### src/xchg_flags_map.vh
`ifndef XCHG_FLAGS_MAP_VH
`define XCHG_FLAGS_MAP_VH
// register byte offsets
`define OFS_FLAGS       6'h00
`define OFS_MASK        6'h04
`define OFS_MODE        6'h08
`define OFS_XPTR        6'h0C
`define OFS_CLK_LOAD    6'h10
`define OFS_CLK_COUNT   6'h14
`define OFS_DBASE       6'h18
`define OFS_DLIMIT      6'h1C
`define OFS_IBASE       6'h20
`define OFS_ILIMIT      6'h24
`define OFS_PADDR       6'h28
`define OFS_CTX         6'h2C
`define OFS_IRQ_STAT    6'h30
`define OFS_IRQ_MASK    6'h34
// flag bit positions
`define FLG_NEX         0
`define FLG_ORE         1
`define FLG_PRE         2
`define FLG_PCI         3
`define FLG_ME          4
`define FLG_EEX         5
`define FLG_ICP         6
`define FLG_IOI         7
`define FLG_MCU         8
`define FLG_W           9
// mode bit positions
`define MOD_MON         0
`define MOD_IMM         1
`define MOD_IOR         2
`define MOD_SEI         3
`define MOD_EAM         4
// context bit positions
`define CTX_WS          0
`define CTX_VNU         1
`define CTX_RMODE_LO    2
`define CTX_RMODE_W     2
`define CTX_PN_LO       8
// reset values
`define RST_MODE        5'h01
`define RST_ZERO32      32'h00000000
`define RST_CTX_VNU     1'b1
// irq status bit positions
`define IST_FLAG        0
`define IST_XCHG        1
`define IST_W           2
`define XPKG_WORDS      5'h10
`endif

### src/range_check.v
`timescale 1ns/10ps
`default_nettype none
// ************************************************************
// address window check with width selection
// ************************************************************
module range_check
(
    // address and window
    input  wire [31:0] addr,
    input  wire [31:0] base,
    input  wire [31:0] limit,
    // width select
    input  wire        wide,
    // result
    output wire        outside
);
    wire [31:0] a;
    wire [31:0] b;
    wire [31:0] l;
    // narrow mode keeps only low 24 bits
    assign a = wide ? addr  : {8'h00, addr[23:0]};
    assign b = wide ? base  : {8'h00, base[23:0]};
    assign l = wide ? limit : {8'h00, limit[23:0]};
    assign outside = (a < b) || (a >= l);
endmodule
`default_nettype wire

### src/interval_clock.v
`timescale 1ns/10ps
`default_nettype none
`include "xchg_flags_map.vh"
// ************************************************************
// programmable interval countdown
// ************************************************************
module interval_clock
(
    // clock and reset
    input  wire        clk,
    input  wire        reset,
    // control
    input  wire        load,
    input  wire [31:0] load_value,
    // status
    output reg  [31:0] count,
    output reg         expired
);
    always @(posedge clk)
    begin
        if (reset)
        begin
            count   <= `RST_ZERO32;
            expired <= 1'b0;
        end
        else if (load)
        begin
            count   <= load_value;
            expired <= 1'b0;
        end
        else if (count != 32'h00000000)
        begin
            count   <= count - 32'h00000001;
            expired <= (count == 32'h00000001);
        end
        else
        begin
            expired <= 1'b0;
        end
    end
endmodule
`default_nettype wire

### src/xchg_flags.v
// Decided for this implementation: the Wishbone interface to the registers and the placing of the registers.
`timescale 1ns/10ps
`default_nettype none
`include "xchg_flags_map.vh"
// ************************************************************
// cpu interrupt flags and exchange state
// ************************************************************
module xchg_flags
#(
    parameter [3:0] CPU_ID = 4'h0
)
(
    // clock and reset
    input  wire        CLK,
    input  wire        RESET,
    // wishbone slave
    input  wire        CYC_I,
    input  wire        STB_I,
    input  wire        WE_I,
    input  wire [5:0]  ADR_I,
    input  wire [3:0]  SEL_I,
    input  wire [31:0] DAT_I,
    output reg  [31:0] DAT_O,
    output reg         ACK_O,
    // issue events
    input  wire        NEX_EXEC,
    input  wire        EEX_EXEC,
    input  wire        DATA_REF,
    input  wire [31:0] DATA_ADDR,
    input  wire        FETCH,
    input  wire [31:0] FETCH_ADDR,
    input  wire        MEM_ERR,
    input  wire [1:0]  MEM_READ_MODE,
    input  wire        ICP_REQ,
    input  wire        IOI_REQ,
    input  wire        MCU_REQ,
    input  wire        VEC_ISSUE,
    input  wire        TAS_WAITING,
    input  wire [31:0] P_CURRENT,
    // exchange sequencing
    input  wire        XCHG_DONE,
    // outputs to issue logic
    output wire        PROG_INTERRUPT,
    output wire        WIDE_ADDR,
    output wire        THREE_PARCEL_OK,
    output wire        PREFERRED_EXT,
    output wire [31:0] RESUME_P,
    output wire [31:0] XPKG_ADDR,
    output wire        IRQ
);
    reg  [9:0]  flags;
    reg  [4:0]  mode;
    reg  [31:0] xptr;
    reg  [31:0] clk_load;
    reg  [31:0] dbase;
    reg  [31:0] dlimit;
    reg  [31:0] ibase;
    reg  [31:0] ilimit;
    reg  [31:0] paddr;
    reg         ws;
    reg         vector_unused_bit;
    reg  [1:0]  rmode;
    reg  [2:0]  ist;
    reg  [2:0]  imask;
    reg         clk_ld;
    reg  [9:0]  next_set;
    reg  [31:0] rdata;
    wire        req;
    wire        wr;
    wire        rd;
    wire [31:0] wmask;
    wire        ore_out;
    wire        pre_out;
    wire [31:0] clk_count;
    wire        clk_exp;
    wire        mon;
    wire        irq_in_monitor_enable;

    assign req  = CYC_I & STB_I & ~ACK_O;
    assign wr   = req & WE_I;
    assign rd   = req & ~WE_I;
    assign mon  = mode[`MOD_MON];
    assign irq_in_monitor_enable  = mode[`MOD_IMM];
    assign wmask = {{8{SEL_I[3]}}, {8{SEL_I[2]}}, {8{SEL_I[1]}}, {8{SEL_I[0]}}};

    // ************************************************************
    // submodules
    // ************************************************************
    range_check u_data
    (
        .addr    (DATA_ADDR),
        .base    (dbase),
        .limit   (dlimit),
        .wide    (mode[`MOD_EAM]),
        .outside (ore_out)
    );
    range_check u_fetch
    (
        .addr    (FETCH_ADDR),
        .base    (ibase),
        .limit   (ilimit),
        .wide    (mode[`MOD_EAM]),
        .outside (pre_out)
    );
    interval_clock u_clk
    (
        .clk        (CLK),
        .reset      (RESET),
        .load       (clk_ld),
        .load_value (clk_load),
        .count      (clk_count),
        .expired    (clk_exp)
    );

    // ************************************************************
    // flag set conditions
    // ************************************************************
    always @*
    begin
        next_set = 10'h000;
        next_set[`FLG_NEX] = NEX_EXEC & (~mon | ~irq_in_monitor_enable);
        next_set[`FLG_EEX] = EEX_EXEC;
        next_set[`FLG_ME]  = MEM_ERR;
        next_set[`FLG_ORE] = DATA_REF & ore_out & mode[`MOD_IOR];
        next_set[`FLG_PRE] = FETCH & pre_out;
        next_set[`FLG_PCI] = clk_exp;
        next_set[`FLG_ICP] = ICP_REQ;
        next_set[`FLG_IOI] = IOI_REQ;
        next_set[`FLG_MCU] = MCU_REQ;
        if (mon && !irq_in_monitor_enable)
        begin
            next_set[`FLG_ORE] = 1'b0;
            next_set[`FLG_PRE] = 1'b0;
            next_set[`FLG_PCI] = 1'b0;
            next_set[`FLG_ICP] = 1'b0;
            next_set[`FLG_IOI] = 1'b0;
            next_set[`FLG_MCU] = 1'b0;
        end
        if (mon && irq_in_monitor_enable)
        begin
            next_set[`FLG_PCI] = 1'b0;
            next_set[`FLG_MCU] = 1'b0;
            next_set[`FLG_ICP] = 1'b0;
            next_set[`FLG_IOI] = 1'b0;
        end
    end

    // ************************************************************
    // flags, context and registers
    // ************************************************************
    always @(posedge CLK)
    begin
        if (RESET)
        begin
            flags    <= 10'h000;
            mode     <= `RST_MODE;
            xptr     <= `RST_ZERO32;
            clk_load <= `RST_ZERO32;
            dbase    <= `RST_ZERO32;
            dlimit   <= `RST_ZERO32;
            ibase    <= `RST_ZERO32;
            ilimit   <= `RST_ZERO32;
            paddr    <= `RST_ZERO32;
            ws       <= 1'b0;
            vector_unused_bit      <= `RST_CTX_VNU;
            rmode    <= 2'h0;
            clk_ld   <= 1'b0;
        end
        else
        begin
            clk_ld <= wr && (ADR_I == `OFS_CLK_LOAD);
            if (XCHG_DONE)
            begin
                flags <= next_set;
                ws    <= TAS_WAITING;
                paddr <= P_CURRENT;
                vector_unused_bit   <= `RST_CTX_VNU;
            end
            else
            begin
                flags <= flags | next_set;
                if (VEC_ISSUE)
                    vector_unused_bit <= 1'b0;
            end
            if (MEM_ERR)
                rmode <= MEM_READ_MODE;
            if (wr)
            begin
                case (ADR_I)
                    `OFS_MODE:     mode     <= DAT_I[4:0];
                    `OFS_XPTR:     xptr     <= (xptr & ~wmask) | (DAT_I & wmask);
                    `OFS_CLK_LOAD: clk_load <= (clk_load & ~wmask) | (DAT_I & wmask);
                    `OFS_DBASE:    dbase    <= (dbase & ~wmask) | (DAT_I & wmask);
                    `OFS_DLIMIT:   dlimit   <= (dlimit & ~wmask) | (DAT_I & wmask);
                    `OFS_IBASE:    ibase    <= (ibase & ~wmask) | (DAT_I & wmask);
                    `OFS_ILIMIT:   ilimit   <= (ilimit & ~wmask) | (DAT_I & wmask);
                    `OFS_PADDR:    paddr    <= (paddr & ~wmask) | (DAT_I & wmask);
                    default:       ;
                endcase
            end
        end
    end

    // ************************************************************
    // interrupt status, mask and bus answer
    // ************************************************************
    always @(posedge CLK)
    begin
        if (RESET)
        begin
            ist   <= 3'h0;
            imask <= 3'h0;
            ACK_O <= 1'b0;
            DAT_O <= `RST_ZERO32;
        end
        else
        begin
            ACK_O <= req;
            if (rd)
                DAT_O <= rdata;
            if (wr && ADR_I == `OFS_IRQ_MASK)
                imask <= DAT_I[2:0];
            // set wins over read clear
            ist <= ((rd && ADR_I == `OFS_IRQ_STAT) ? 3'h0 : ist)
                 | {1'b0, XCHG_DONE, |next_set};
        end
    end

    // read multiplexer
    always @*
    begin
        case (ADR_I)
            `OFS_FLAGS:     rdata = {22'h000000, flags};
            `OFS_MODE:      rdata = {27'h0000000, mode};
            `OFS_XPTR:      rdata = xptr;
            `OFS_CLK_LOAD:  rdata = clk_load;
            `OFS_CLK_COUNT: rdata = clk_count;
            `OFS_DBASE:     rdata = dbase;
            `OFS_DLIMIT:    rdata = dlimit;
            `OFS_IBASE:     rdata = ibase;
            `OFS_ILIMIT:    rdata = ilimit;
            `OFS_PADDR:     rdata = paddr;
            `OFS_CTX:       rdata = {20'h00000, CPU_ID, 4'h0, rmode, vector_unused_bit, ws};
            `OFS_IRQ_STAT:  rdata = {29'h00000000, ist};
            `OFS_IRQ_MASK:  rdata = {29'h00000000, imask};
            default:        rdata = 32'h00000000;
        endcase
    end

    assign PROG_INTERRUPT  = |flags;
    assign WIDE_ADDR       = mode[`MOD_EAM];
    assign THREE_PARCEL_OK = mode[`MOD_EAM];
    assign PREFERRED_EXT   = mode[`MOD_SEI];
    assign RESUME_P        = paddr;
    assign XPKG_ADDR       = xptr;
    assign IRQ             = |(ist & imask);
endmodule
`default_nettype wire

### config.mk
export PLATFORM = sky130hd
export DESIGN_NAME = xchg_flags
export DESIGN_NICKNAME = d
export VERILOG_FILES = /design/src/range_check.v /design/src/interval_clock.v /design/src/xchg_flags.v
export VERILOG_INCLUDE_DIRS = /design/src
export SDC_FILE = /design/constraint.sdc
export NUM_CORES = 1
export LEC_CHECK = 0
export ABC_AREA = 1
export BUFFER_PORTS_ARGS = -buffer_cell sky130_fd_sc_hd__buf_2
export CAP_MARGIN = 20
export CORE_MARGIN = 2
export CORE_UTILIZATION = 45
export CTS_CLUSTER_SIZE = 8
export DETAILED_ROUTE_END_ITERATION = 10
export PLACE_DENSITY = 0.65
export REMOVE_ABC_BUFFERS = 1
export SLEW_MARGIN = 20
export SYNTH_ARGS = -nofsm -noshare
export SYNTH_HDL_FRONTEND = slang
export SYNTH_SLANG_ARGS = --single-unit
### constraint.sdc
create_clock -name CLK -period 3.3 [get_ports CLK]
set_clock_uncertainty 0.2 [all_clocks]
set_input_delay 0.495 -clock CLK [delete_from_list [all_inputs] [get_ports CLK]]
set_output_delay 0.495 -clock CLK [all_outputs]
set_load 0.1 [all_outputs]
==> summary.txt <==
Run
  – Max-Cap Viols: 0

Final layout
  – Share of layout cells above drive strength 1: 13.92%
  – Nets: 2992
  – Core Util, Final: 53.38%
  – P&R area growth vs syn: 16.48%
  – Post-route cell area: 20200 um^2
  – Antenna cells: 0

Timing
  – Final setup vio count: 0
  – Hold Fails Final Rpt: 0
  – RSZ-0062 raised after global routing: false
  – Worst Setup Slack, final: 336.9 ps
  – Worst slew pin tran: 1017 ps
  – Maximum clock frequency: 337.5 MHz
  – Max Slew Vio Count: 0
  – Min Tclk post-route: 2963 ps
  – Final Cycle Share: 89.79%
  – Slew headroom: 32.23%

Synth
  – Ys Warns: 0
  – Post-synth top flop: dfxtp_1
  – Synth area leader: dfxtp_1
  – Ys async rst share: 0%
  – Top post-synthesis cells by area: dfxtp_1 36%, a21oi_1 11%, nand2_1 11%, ha_1 9.2%, o21ai_0 7.2%
  – Post-synth EDFFs: 0
  – Cells after synthesis: 2490
  – Cell Area, Synth: 17340 um^2
  – Seq cells post-synth: 314
  – Avg Cell Area, Syn: 6.965 um^2
  – Share of the synthesized area in the top cell type: 36.25%
  – Synth top cells by count: 493 x nand2_1, 370 x a21oi_1, 325 x inv_1
  – Distinct cells, synth: 42
  – Seq/Total Area, Yosys: 36.25%
  – Count leader, synth: nand2_1

Placed design
  – Gpl congestion: 0.9295
  – Post-DP HPWL: 44390 um
  – Dpl ws: 184.2 ps
  – Area post-placement: 19010 um^2
  – Port bufs: 257

Detailed routing
  – DRC viols: 0
  – Iteration count of the initial detailed-routing pass: 6
  – DRT Wirelength: 61480 um
  – Via/cell ratio: 5.489
  – DR WL/cell: 19.09 um
  – Antenna Nets Post-Route: 0
  – Vias post-DR: 17.67k
  – Initial DRC count: 1275

Setup path
  – Kind of critical path: reg -> reg
  – Startpoint types: flip-flop
  – Crit path from: ACK_O$_SDFF_PP0_
  – Cell depth of the worst flop-to-flop path: 7
  – Reg-to-reg critical path startpoint: ACK_O$_SDFF_PP0_
  – WP data arrival: 3160 ps
  – Worst setup EP type: flip-flop
  – FF-to-FF setup slack: 340 ps
  – CP max FO: 16
  – CP required: 3490 ps

Clock tree
  – CTS buffer count: 45
  – Clk slew on worst S/H paths: 50 ps
  – Number of setup buffers added after CTS: 0
  – TritonCTS clock tree: built
  – CTS max path bufs: 3
  – CTS H-Tree Depth: 2
  – Sink Count: 314
  – CTS Root Cell: clkbuf_16
  – Clock Latency Late Sink: 540 ps

Worst hold path
  – Worst hold path class: in -> reg
  – Hold Startpoint: MEM_READ_MODE[0]

Floorplan
  – Site Rows: 71
  – Num ports: 258
  – Die X: 200.3 um
  – Initial Util: 45.82%
  – Die area: 40120 um^2
  – Die Span Y: 200.3 um
  – Total core area: 37840 um^2

Run status
  – Status: complete, no violations

Global routing
  – Grt total ovfl: 0
  – First-pass GRT wire length: 95260 um
  – Vias in the first global route: 17.32k
  – GRT Resource Usage Total: 29.83%
  – Largest net degree at the start of global routing: 204
  – Initial antenna violation count: 0

Power and ir drop
  – Power density over the cells: 542.6 nW/um^2
  – Leakage: 8.482 nW
  – Max VDD drop: 0.0003562 V
repair_timing:
item	4_1_cts	5_1_grt
gates resized for setup	0	0
hold endpoints to repair	3	0
hold buffers	3	0
kinds of logic after synthesis:
group | after synthesis | share of synthesized area, %
AOI/OAI and AO/OA | 789 | 24.46
xor gates and xnor gates | 19 | 0.9596
adders and majority gates | 128 | 9.235
buffers and inverters | 453 | 10.27
DFF | 314 | 36.25
and+or+nand+nor | 787 | 18.83
metrics by stage:
step / std cells / power (mW) / hold slack, ps / TNS (ps)
floorplan: 2370 / 6.150 / 230.2 / -11220
global placement: 3169 / 6.859 / 248.9 / 0
detailed placement: 3169 / 6.902 / 245.3 / 0
CTS: 3220 / 10.98 / 9.037 / 0
global route: 3220 / 11.52 / 26.55 / 0
finish: 3220 / 10.96 / 12.11 / 0
report_power, final:
part	leakage [nW]	switching, mW	internal [mW]	total (mW)
clock network	0.571	1.63	2.46	4.09
logic	5.37	1.79	0.855	2.64
registers	2.54	0.219	4.01	4.23
total	8.48	3.63	7.33	11.0
how the worst min path moves through the flow:
| stage | to | slack [ps] | cells after the start |
|---|---|---|---|
| 2_1_floorplan | vector_unused_bit$_SDFFE_PP1P_ | 230 | 2 |
| 3_3_place_gp | u_clk.count[17]$_SDFFE_PP0P_ | 250 | 2 |
| 3_5_place_dp | u_clk.count[25]$_SDFFE_PP0P_ | 250 | 2 |
| 4_1_cts | rmode[0]$_SDFFE_PP0P_ | 9 | 3 |
| 5_1_grt | rmode[0]$_SDFFE_PP0P_ | 30 | 3 |
| 6_report | rmode[0]$_SDFFE_PP0P_ | 10 | 3 |
worst max-delay path: stages (launching register included):
cell	delay (ps)
dfxtp_1	310
nor2_1	150
nand2_2	120
buf_4	230
nor2_1	780
nand2_1	570
o21ai_0	360
a21oi_1	90
placed cells by master (no fill, tap or decap), types with 3 or more instances in the layout:
master and n:
nor3_1 13, nand4_1 16, nor2_4 8, a22oi_1 12
o221ai_1 11, o21ai_1 20, xor2_1 19, nor4_1 5
a31oi_1 3, inv_2 6, o22ai_1 80, a21oi_1 370
dlygate4sd3_1 3, o21bai_1 3, ha_1 128, nand3_1 68
a211oi_1 22, nand2_2 6, o21a_1 6, o21ai_0 248
o211ai_1 8, dfxtp_1 313, buf_4 30, nand2_1 493
inv_1 324, clkbuf_16 45, o21ai_2 3, nor2_1 158
nor2_2 11, buf_2 256
routing by layer:
layer	global-route usage, %	vias to the layer above	routed length, um
met3	4.979	157	4500
met5	0	-	0
met4	12.49	0	2650
met1	37.98	8132	25970
met2	50.02	666	28350
li1	-	8718	-
layout make-up:
| type | instances | area [um^2] |
|---|---|---|
| timing repair buffer | 291 | 1577 |
| sequential | 314 | 6287 |
| multi-input combinational | 1723 | 9278 |
| clock buffer | 47 | 1134 |
| fill | 3822 | 17640 |
| clock inverter | 1 | 30.03 |
| tap | 511 | 639.4 |
| inverter | 333 | 1255 |
Power figures use the tool's default switching activity.
